===== src/shared/asp_defines.svh =====
// offsets, field positions, reset values and timing counts of the sleep power sequencer
`ifndef ASP_DEFINES_SVH
`define ASP_DEFINES_SVH

// ----------------------------------------------------------------------------
// register map (byte addresses on the wishbone bus)
// ----------------------------------------------------------------------------
`define ASP_CTRL_OFS 8'h00
`define ASP_STAT_OFS 8'h04
`define ASP_CTRL_RST 1'b0
`define ASP_CTRL_SHUT_BIT 0
`define ASP_STAT_PST_LSB 0
`define ASP_STAT_PST_MSB 2
`define ASP_STAT_SEQ_LSB 3
`define ASP_STAT_SEQ_MSB 8
`define ASP_STAT_RAM_BIT 9
`define ASP_STAT_OFF_BIT 10
`define ASP_STAT_FORCED_BIT 11
`define ASP_STAT_ACTOK_BIT 12
`define ASP_STAT_SBLAT_BIT 13
`define ASP_STAT_VIDLAT_BIT 14
`define ASP_STAT_FAULT_BIT 15

// ----------------------------------------------------------------------------
// timing
// ----------------------------------------------------------------------------
`define ASP_CLK_MHZ 100
`define ASP_DGL_NS 2000
`define ASP_DGL_CYC ((`ASP_DGL_NS * `ASP_CLK_MHZ + 999) / 1000)
`define ASP_SLP_US 200
`define ASP_SLP_CYC (`ASP_SLP_US * `ASP_CLK_MHZ)
`define ASP_WAIT_US 3000
`define ASP_WAIT_CYC (`ASP_WAIT_US * `ASP_CLK_MHZ)
`define ASP_ACT_US 25000
`define ASP_ACT_CYC (`ASP_ACT_US * `ASP_CLK_MHZ)
`define ASP_RAMP_US 1000
`define ASP_RAMP_CYC (`ASP_RAMP_US * `ASP_CLK_MHZ)

`endif


===== src/shared/asp_pkg.sv =====
// types shared by the sleep power sequencer
`default_nettype none

package asp_pkg;

  // ----------------------------------------------------------------------------
  // sleep decode and rail sequencing states
  // ----------------------------------------------------------------------------
  typedef enum logic [2:0] {
    PS_ACTIVE = 3'b001,
    PS_SUSPEND = 3'b010,
    PS_SOFTOFF = 3'b100
  } asp_pstate_t;

  typedef enum logic [5:0] {
    SQ_RAMP1 = 6'b000001,
    SQ_WAIT = 6'b000010,
    SQ_RAMP2 = 6'b000100,
    SQ_RUN = 6'b001000,
    SQ_HALT = 6'b010000,
    SQ_LATCH = 6'b100000
  } asp_seq_t;

  // one bit per supply output, used for monitors and enables alike
  typedef struct packed {
    logic dual_five_out;
    logic dual_three_out;
    logic standby_one_five_out;
    logic vid_supply_out;
  } asp_rail_t;

endpackage : asp_pkg

`default_nettype wire

===== src/hw/asp_sequencer.sv =====
// sleep-state decode, rail sequencing and fault logic of the power controller
`timescale 1ns/1ps
`default_nettype none
`include "asp_defines.svh"

module asp_sequencer #(
  parameter bit ALT_FIVE_KEEP = 1'b0,
  parameter int unsigned DGL_CYC = `ASP_DGL_CYC,
  parameter int unsigned SLP_CYC = `ASP_SLP_CYC,
  parameter int unsigned WAIT_CYC = `ASP_WAIT_CYC,
  parameter int unsigned ACT_CYC = `ASP_ACT_CYC,
  parameter int unsigned RAMP_CYC = `ASP_RAMP_CYC
) (
  input wire logic clk_i,
  input wire logic rst_i,
  input wire logic wb_cyc_i,
  input wire logic wb_stb_i,
  input wire logic wb_we_i,
  input wire logic [7:0] wb_adr_i,
  input wire logic [3:0] wb_sel_i,
  input wire logic [31:0] wb_dat_i,
  output logic [31:0] wb_dat_o,
  output logic wb_ack_o,
  input wire logic suspend_ram_req_n_i,
  input wire logic soft_off_req_n_i,
  input wire logic main_three_uv_i,
  input wire asp_pkg::asp_rail_t uv_i,
  input wire logic ot_warn_i,
  input wire logic ot_shut_i,
  input wire logic ss_low_i,
  output asp_pkg::asp_rail_t rail_en_o,
  output logic active_gate_release_o,
  output logic vid_supply_good_o,
  output logic fault_o
);

  localparam int CW = 22;
  localparam logic [CW-1:0] DGL_TC = CW'(DGL_CYC - 1);
  localparam logic [CW-1:0] SLP_TC = CW'(SLP_CYC - 1);
  localparam logic [CW-1:0] WAIT_TC = CW'(WAIT_CYC - 1);
  localparam logic [CW-1:0] ACT_TC = CW'(ACT_CYC - 1);
  localparam logic [CW-1:0] RAMP_TC = CW'(RAMP_CYC - 1);

  // ----------------------------------------------------------------------------
  // request deglitch
  // ----------------------------------------------------------------------------
  logic [1:0] req_raw;
  logic [1:0] req_filt;
  logic ram_f;
  logic off_f;

  assign req_raw = {soft_off_req_n_i, suspend_ram_req_n_i};
  genvar g;
  generate
    for (g = 0; g < 2; g++) begin : g_dgl
      logic [CW-1:0] cnt_ff;
      logic filt_ff;
      // inputs idle high through pull-ups, so the filter starts high
      always_ff @(posedge clk_i) begin
        if (rst_i) begin
          cnt_ff <= '0;
          filt_ff <= 1'b1;
        end else if (req_raw[g] == filt_ff) begin
          cnt_ff <= '0;
        end else if (cnt_ff == DGL_TC) begin
          cnt_ff <= '0;
          filt_ff <= req_raw[g];
        end else begin
          cnt_ff <= cnt_ff + 1'b1;
        end
      end
      assign req_filt[g] = filt_ff;
    end
  endgenerate

  assign ram_f = req_filt[0];
  assign off_f = req_filt[1];

  // ----------------------------------------------------------------------------
  // shared state
  // ----------------------------------------------------------------------------
  asp_pkg::asp_pstate_t pstate_ff;
  asp_pkg::asp_seq_t seq_ff;
  logic [CW-1:0] slp_cnt_ff;
  logic [CW-1:0] seq_cnt_ff;
  logic [CW-1:0] act_cnt_ff;
  logic [CW-1:0] vid_cnt_ff;
  logic forced_ff;
  logic act_ok_ff;
  logic vid_arm_ff;
  logic sb_lat_ff;
  logic vid_lat_ff;
  logic ctrl_shut_ff;
  logic halt;
  logic on;
  logic late;
  logic arm_base;
  logic arm_five;
  logic early_uv;
  logic uv_flag;

  // software shutdown acts exactly like the soft-start node held low
  assign halt = ss_low_i | ctrl_shut_ff;
  assign on = (seq_ff == asp_pkg::SQ_RAMP1) || (seq_ff == asp_pkg::SQ_WAIT) ||
              (seq_ff == asp_pkg::SQ_RAMP2) || (seq_ff == asp_pkg::SQ_RUN);
  assign late = (seq_ff == asp_pkg::SQ_RAMP2) || (seq_ff == asp_pkg::SQ_RUN);
  assign arm_base = on && (seq_ff != asp_pkg::SQ_RAMP1);
  assign arm_five = (seq_ff == asp_pkg::SQ_RUN) &&
                    (rail_en_o.dual_five_out || active_gate_release_o);
  assign early_uv = !halt && ((seq_ff == asp_pkg::SQ_WAIT) || (seq_ff == asp_pkg::SQ_RAMP2)) &&
                    (uv_i.dual_three_out || uv_i.standby_one_five_out);

  // ----------------------------------------------------------------------------
  // sleep-state decode
  // ----------------------------------------------------------------------------
  always_ff @(posedge clk_i) begin
    if (rst_i) begin
      pstate_ff <= asp_pkg::PS_ACTIVE;
      slp_cnt_ff <= '0;
      forced_ff <= 1'b0;
    end else if (forced_ff) begin
      slp_cnt_ff <= '0;
      if (!main_three_uv_i || halt) begin
        forced_ff <= 1'b0;
        pstate_ff <= asp_pkg::PS_ACTIVE;
      end
    end else begin
      case (pstate_ff)
        asp_pkg::PS_ACTIVE: begin
          if (act_ok_ff && main_three_uv_i) begin
            forced_ff <= 1'b1;
            pstate_ff <= asp_pkg::PS_SOFTOFF;
            slp_cnt_ff <= '0;
          end else if (ram_f) begin
            slp_cnt_ff <= '0;
          end else if (slp_cnt_ff == SLP_TC) begin
            slp_cnt_ff <= '0;
            pstate_ff <= off_f ? asp_pkg::PS_SUSPEND : asp_pkg::PS_SOFTOFF;
          end else begin
            slp_cnt_ff <= slp_cnt_ff + 1'b1;
          end
        end
        asp_pkg::PS_SUSPEND: begin
          // suspend to soft-off is refused; only wake is accepted
          if (ram_f && off_f) begin
            pstate_ff <= asp_pkg::PS_ACTIVE;
          end
        end
        asp_pkg::PS_SOFTOFF: begin
          // suspend-only request from soft-off is refused as well
          if (ram_f && off_f) begin
            pstate_ff <= asp_pkg::PS_ACTIVE;
          end
        end
        default: begin
          pstate_ff <= asp_pkg::PS_ACTIVE;
        end
      endcase
    end
  end

  // ----------------------------------------------------------------------------
  // soft-start sequencer
  // ----------------------------------------------------------------------------
  always_ff @(posedge clk_i) begin
    if (rst_i) begin
      seq_ff <= asp_pkg::SQ_RAMP1;
      seq_cnt_ff <= '0;
    end else if (seq_ff != asp_pkg::SQ_LATCH && (ot_shut_i || early_uv)) begin
      seq_ff <= asp_pkg::SQ_LATCH;
      seq_cnt_ff <= '0;
    end else begin
      case (seq_ff)
        asp_pkg::SQ_LATCH: begin
          seq_ff <= asp_pkg::SQ_LATCH;
        end
        asp_pkg::SQ_HALT: begin
          seq_cnt_ff <= '0;
          if (!halt) begin
            seq_ff <= asp_pkg::SQ_RAMP1;
          end
        end
        asp_pkg::SQ_RAMP1: begin
          if (halt) begin
            seq_ff <= asp_pkg::SQ_HALT;
            seq_cnt_ff <= '0;
          end else if (seq_cnt_ff == RAMP_TC) begin
            seq_ff <= asp_pkg::SQ_WAIT;
            seq_cnt_ff <= '0;
          end else begin
            seq_cnt_ff <= seq_cnt_ff + 1'b1;
          end
        end
        asp_pkg::SQ_WAIT: begin
          if (halt) begin
            seq_ff <= asp_pkg::SQ_HALT;
            seq_cnt_ff <= '0;
          end else if (seq_cnt_ff == WAIT_TC) begin
            seq_ff <= asp_pkg::SQ_RAMP2;
            seq_cnt_ff <= '0;
          end else begin
            seq_cnt_ff <= seq_cnt_ff + 1'b1;
          end
        end
        asp_pkg::SQ_RAMP2: begin
          if (halt) begin
            seq_ff <= asp_pkg::SQ_HALT;
            seq_cnt_ff <= '0;
          end else if (seq_cnt_ff == RAMP_TC) begin
            seq_ff <= asp_pkg::SQ_RUN;
            seq_cnt_ff <= '0;
          end else begin
            seq_cnt_ff <= seq_cnt_ff + 1'b1;
          end
        end
        asp_pkg::SQ_RUN: begin
          if (halt) begin
            seq_ff <= asp_pkg::SQ_HALT;
          end
        end
        default: begin
          seq_ff <= asp_pkg::SQ_LATCH;
          seq_cnt_ff <= '0;
        end
      endcase
    end
  end

  // ----------------------------------------------------------------------------
  // active-state timeout and vid ramp
  // ----------------------------------------------------------------------------
  // restarts whenever the main input drops, so a glitchy supply never half-enables
  always_ff @(posedge clk_i) begin
    if (rst_i) begin
      act_cnt_ff <= '0;
      act_ok_ff <= 1'b0;
    end else if (pstate_ff != asp_pkg::PS_ACTIVE || forced_ff || halt || !arm_base ||
                 (main_three_uv_i && !act_ok_ff)) begin
      act_cnt_ff <= '0;
      act_ok_ff <= 1'b0;
    end else if (!act_ok_ff) begin
      if (act_cnt_ff == ACT_TC) begin
        act_ok_ff <= 1'b1;
      end else begin
        act_cnt_ff <= act_cnt_ff + 1'b1;
      end
    end
  end

  always_ff @(posedge clk_i) begin
    if (rst_i) begin
      vid_cnt_ff <= '0;
      vid_arm_ff <= 1'b0;
    end else if (!rail_en_o.vid_supply_out) begin
      vid_cnt_ff <= '0;
      vid_arm_ff <= 1'b0;
    end else if (!vid_arm_ff) begin
      if (vid_cnt_ff == RAMP_TC) begin
        vid_arm_ff <= 1'b1;
      end else begin
        vid_cnt_ff <= vid_cnt_ff + 1'b1;
      end
    end
  end

  // ----------------------------------------------------------------------------
  // internal regulator latch-off
  // ----------------------------------------------------------------------------
  // set outranks clear; both can meet on the first halted cycle, before the monitors disarm
  always_ff @(posedge clk_i) begin
    if (rst_i) begin
      sb_lat_ff <= 1'b0;
    end else if (arm_base && rail_en_o.standby_one_five_out && uv_i.standby_one_five_out) begin
      sb_lat_ff <= 1'b1;
    end else if (halt) begin
      sb_lat_ff <= 1'b0;
    end
  end

  always_ff @(posedge clk_i) begin
    if (rst_i) begin
      vid_lat_ff <= 1'b0;
    end else if (vid_arm_ff && uv_i.vid_supply_out) begin
      vid_lat_ff <= 1'b1;
    end else if (halt) begin
      vid_lat_ff <= 1'b0;
    end
  end

  // ----------------------------------------------------------------------------
  // outputs
  // ----------------------------------------------------------------------------
  // dual 3.3 V and dual 5 V monitors only flag once running (dual 3.3 V low in wait or second ramp latches off): those rails pass externally
  assign uv_flag = (arm_base && uv_i.dual_three_out) ||
                   (arm_five && uv_i.dual_five_out) ||
                   sb_lat_ff || vid_lat_ff;

  always_ff @(posedge clk_i) begin
    if (rst_i) begin
      rail_en_o <= '0;
      active_gate_release_o <= 1'b0;
      vid_supply_good_o <= 1'b0;
      fault_o <= 1'b0;
    end else begin
      rail_en_o.dual_three_out <= on;
      rail_en_o.standby_one_five_out <= on && !sb_lat_ff;
      rail_en_o.dual_five_out <= on && late && !halt &&
                                 ((pstate_ff == asp_pkg::PS_SUSPEND) ||
                                  ((pstate_ff == asp_pkg::PS_SOFTOFF) && ALT_FIVE_KEEP));
      rail_en_o.vid_supply_out <= on && !halt && act_ok_ff && !vid_lat_ff;
      active_gate_release_o <= on && !halt && act_ok_ff;
      vid_supply_good_o <= vid_arm_ff && !uv_i.vid_supply_out;
      fault_o <= !halt && (uv_flag || ot_warn_i || forced_ff || early_uv ||
                           seq_ff == asp_pkg::SQ_LATCH);
    end
  end

  // ----------------------------------------------------------------------------
  // wishbone slave
  // ----------------------------------------------------------------------------
  logic req;
  logic [31:0] rd_data;

  assign req = wb_cyc_i && wb_stb_i && !wb_ack_o;

  always_comb begin
    rd_data = 32'h0000_0000;
    case (wb_adr_i)
      `ASP_CTRL_OFS: begin
        rd_data[`ASP_CTRL_SHUT_BIT] = ctrl_shut_ff;
      end
      `ASP_STAT_OFS: begin
        rd_data[`ASP_STAT_PST_MSB:`ASP_STAT_PST_LSB] = pstate_ff;
        rd_data[`ASP_STAT_SEQ_MSB:`ASP_STAT_SEQ_LSB] = seq_ff;
        rd_data[`ASP_STAT_RAM_BIT] = ram_f;
        rd_data[`ASP_STAT_OFF_BIT] = off_f;
        rd_data[`ASP_STAT_FORCED_BIT] = forced_ff;
        rd_data[`ASP_STAT_ACTOK_BIT] = act_ok_ff;
        rd_data[`ASP_STAT_SBLAT_BIT] = sb_lat_ff;
        rd_data[`ASP_STAT_VIDLAT_BIT] = vid_lat_ff;
        rd_data[`ASP_STAT_FAULT_BIT] = fault_o;
      end
      default: begin
        rd_data = 32'h0000_0000;
      end
    endcase
  end

  // unmapped addresses still ack, reading zero and ignoring writes
  always_ff @(posedge clk_i) begin
    if (rst_i) begin
      wb_ack_o <= 1'b0;
      wb_dat_o <= 32'h0000_0000;
    end else begin
      wb_ack_o <= req;
      if (req) begin
        wb_dat_o <= rd_data;
      end
    end
  end

  // write lands on the edge where the master sees ack
  always_ff @(posedge clk_i) begin
    if (rst_i) begin
      ctrl_shut_ff <= `ASP_CTRL_RST;
    end else if (wb_ack_o && wb_cyc_i && wb_stb_i && wb_we_i && wb_sel_i[0] &&
                 wb_adr_i == `ASP_CTRL_OFS) begin
      ctrl_shut_ff <= wb_dat_i[`ASP_CTRL_SHUT_BIT];
    end
  end

endmodule : asp_sequencer

`default_nettype wire


===== config.mk =====
export PLATFORM = sky130hd
export DESIGN_NAME = asp_sequencer
export DESIGN_NICKNAME = d
export VERILOG_FILES = /design/src/shared/asp_pkg.sv /design/src/hw/asp_sequencer.sv
export VERILOG_INCLUDE_DIRS = /design/src /design/src/shared
export SDC_FILE = /design/constraint.sdc
export NUM_CORES = 1
export LEC_CHECK = 0
export ABC_AREA = 1
export ABC_CLOCK_PERIOD_IN_PS = 2300
export BUFFER_PORTS_ARGS = -buffer_cell sky130_fd_sc_hd__buf_2
export CORE_MARGIN = 2
export CORE_UTILIZATION = 25
export DETAILED_ROUTE_END_ITERATION = 12
export PLACE_DENSITY = 0.46
export SETUP_SLACK_MARGIN = 0.5
export SLEW_MARGIN = 20
export SYNTH_ARGS = -nofsm -noshare
export SYNTH_HDL_FRONTEND = slang
export SYNTH_SLANG_ARGS = --single-unit

===== constraint.sdc =====
create_clock -name clk_i -period 2.3 [get_ports clk_i]
set_input_delay 0.345 -clock clk_i [delete_from_list [all_inputs] [get_ports clk_i]]
set_output_delay 0.345 -clock clk_i [all_outputs]
set_load 0.01 [all_outputs]

==> results.json <==
{
  "drt_first_pass_iters": 5,
  "drc": 0,
  "grt_pass1_wl_um": 40610,
  "htree_levels": 4,
  "cap_violations": 0,
  "vias": 8684,
  "grt_pass1_vias": 8250,
  "rsz0062_at_grt": "true",
  "netlist_area_um2": 9343,
  "critPathMaxStageDelay_ns": 0.37,
  "finalMaxSlewViolations": 0,
  "outcome": "completed",
  "p_leak_uw": 0.004056,
  "clockPowerShare": 0.432,
  "endpoint": "g_dgl[0].cnt_ff[18]",
  "synth_area_leaders": "dfxtp_1 37%, nand2_1 13%, nor2_1 9.6%",
  "rr_worst_depth": 6,
  "drt_iter0_drc": 447,
  "synth_top_area_frac": 0.3707,
  "crit_type": "flip-flop to flip-flop",
  "post-route-period-util": 0.7307,
  "grtUsageMet2": 0.2075,
  "arrival_ns": 2.01,
  "wl_per_cell_um": 12.50,
  "hpwl_um": 17910,
  "p_int_uw": 4899,
  "final_common_cell": "nand2_1",
  "ys_seq_area_frac": 0.3707,
  "viasPerCell": 4.435,
  "synthDistinctLibCells": 52,
  "initial_core_util": 0.2546,
  "crit_top_cell": "nor2_1",
  "fillerInstances": 4033,
  "worstPathCellList": "nor2_1 > nand3_1 > nor4_1 > nand3_2 > nand2_4 > nor2_1",
  "antenna_found_initial": 5,
  "hold_path_class": "input pin to flip-flop",
  "hold_viol_final": 0,
  "dieArea_um2": 38930,
  "fin_skew_ns": 0.01438,
  "clock_latency_ns": 0.44,
  "holdBufCountCts": 0,
  "clk_pin_slew_ns": 0.08,
  "switching_share": 0.2857,
  "endpoint_kind": "flip-flop",
  "die_height_um": 197.3,
  "start_kind": "flip-flop",
  "synth-seq-cells": 173,
  "cts_buffers": 17,
  "drt_wl_total_um": 24470,
  "rrSetupSlack_ns": 0.62,
  "busiest_layer": "met2",
  "mostFrequentLayoutCells": "319 x nand2_1, 228 x nor2_1, 163 x dfxtp_1",
  "tightest_slew_ns": 0.6239,
  "required_ns": 2.63,
  "rows": 70,
  "grt.met3_usage": 0.03193,
  "gp_congestion": 0.8188,
  "antenna_left": 0,
  "vdd_drop_max_uv": 567.0,
  "period_needed_ns": 1.681,
  "synth_edf_count": 0,
  "design_area_um2": 11080,
  "crit_path_start": "g_dgl[0].cnt_ff[8]",
  "seqPwrFrac": 0.451,
  "ys.flop_type": "dfxtp_1",
  "core_um2": 36700,
  "portBuffers": 48,
  "power_switching_uw": 1960,
  "final_nets": 1541,
  "cts_max_path_buffers": 2,
  "slew_headroom": 0.5825,
  "yosysTopAreaCell": "dfxtp_1",
  "setup_violations": 0,
  "combPwrFrac": 0.116,
  "cts_tree": "done",
  "grt_max_degree": 28,
  "dieWidth_um": 197.3,
  "cpMaxStageDelayCell": "nor4_1",
  "layout-drive-gt1-share": 0.1518,
  "async_flop_share": 0,
  "synthCells": 1400,
  "ios": 99,
  "yosysWarnings": 0,
  "placed_cell_area_um2": 10060,
  "cts.sinks": 173,
  "r2r-end": "g_dgl[0].cnt_ff[18]",
  "crit-reg2reg-launch": "g_dgl[0].cnt_ff[8]",
  "finalSetupTns_ns": 0,
  "root_buffer": "clkbuf_16",
  "globalRouteOverflowTotal": 0,
  "max_clock_freq_mhz": 595.0,
  "grt_use_met1": 0.1698,
  "syn2layout_area_growth_pct": 18.59,
  "worst-path-max-fanout": 10,
  "p_per_area_nw_per_um2": 619.0,
  "avgSynthCellArea_um2": 6.673,
  "grt_usage": 0.1283
}
==> registers in the layout, indices dropped and copies added (netlist names), 2 cells and up <==
signal	cells
act_cnt_ff	22
g_dgl.cnt_ff	44
g_dgl.filt_ff	2
pstate_ff	3
rail_en_o	4
seq_cnt_ff	22
seq_ff	6
slp_cnt_ff	22
vid_cnt_ff	22
wb_dat_o	16
==> layer usage <==
metal  share of wire  vias up
li1                -     4617
met1            0.50     3937
met2            0.44       98
met3           0.042       24
met4           0.011        8
met5          0.0016        -
==> how the worst min path moves through the flow <==
stage	from	to	cells after the start
after floorplan	g_dgl[0].cnt_ff[0]	g_dgl[0].cnt_ff[0]	1
after global placement	g_dgl[0].cnt_ff[0]	g_dgl[0].cnt_ff[0]	1
after detailed placement	g_dgl[1].cnt_ff[0]	g_dgl[1].cnt_ff[0]	1
after CTS	uv_i[0]	vid_supply_good_o	2
after global routing	uv_i[0]	vid_supply_good_o	2
final	uv_i[0]	vid_supply_good_o	2
==> cells by family after synthesis <==
group,synth area share
compound gates,0.06736
xor+xnor,0.03656
fa+ha+maj,0.008035
buf+inv,0.09709
flops,0.3707
other cells,0.0004014
simple gates,0.4198
==> stage by stage <==
step	cells	hold slack (ns)	setup slack, ns	power, uW	util
after floorplan	1415	0.4175	0.7073	3708	-
after global placement	1905	0.4313	0.3526	3838	0.2741
after detailed placement	1905	0.4391	0.3262	3837	0.2741
after CTS	1939	0.07280	0.4481	6905	0.2924
after global routing	1957	0.09284	0.4489	7166	0.3018
final	1958	0.09410	0.6194	6858	0.3019
==> worst max-delay path, delay by kind of cell (launching register included) <==
| kind | cells | cell delay [ns] |
|---|---|---|
| simple gates | 6 | 1.23 |
| flops | 1 | 0.35 |
==> cell usage after synthesis, types with 9 or more instances <==
master,count
a21oi_1,72
buf_4,17
dfxtp_1,173
inv_1,159
inv_2,11
nand2_1,325
nand2_2,10
nand2_4,9
nand3_1,114
nand4_1,38
nor2_1,240
nor2_2,9
nor2_4,15
nor3_1,57
nor4_1,10
o21ai_0,25
xor2_1,32
==> area by class of cell <==
type	count	area, um2	share of cell area
multi-input combinational	1035	5288	0.4772
timing repair buffer	75	462.9	0.04178
sequential	173	3478	0.3139
inverter	174	670.6	0.06053
antenna	1	2.502	0.0002259
clock buffer	20	466.7	0.04212
clock inverter	12	125.1	0.01129
tap	468	585.6	0.05285
==> power groups by stage <==
stage / clock (uW) / sequential [uW] / combinational [uW]
final: 2960 / 3100 / 798
after global routing: 3170 / 3100 / 897
after CTS: 3070 / 3090 / 743
after detailed placement: 0 / 3160 / 673
after global placement: 0 / 3160 / 673
after floorplan: 0 / 3150 / 555
==> what timing repair did <==
action,in CTS,in global routing
gates cloned,2,1
endpoints found under the setup margin,53,118
pin swaps,0,14
buffers inserted,0,17
gates resized for setup,10,56
Note: power is estimated with default switching activity, not from simulation.
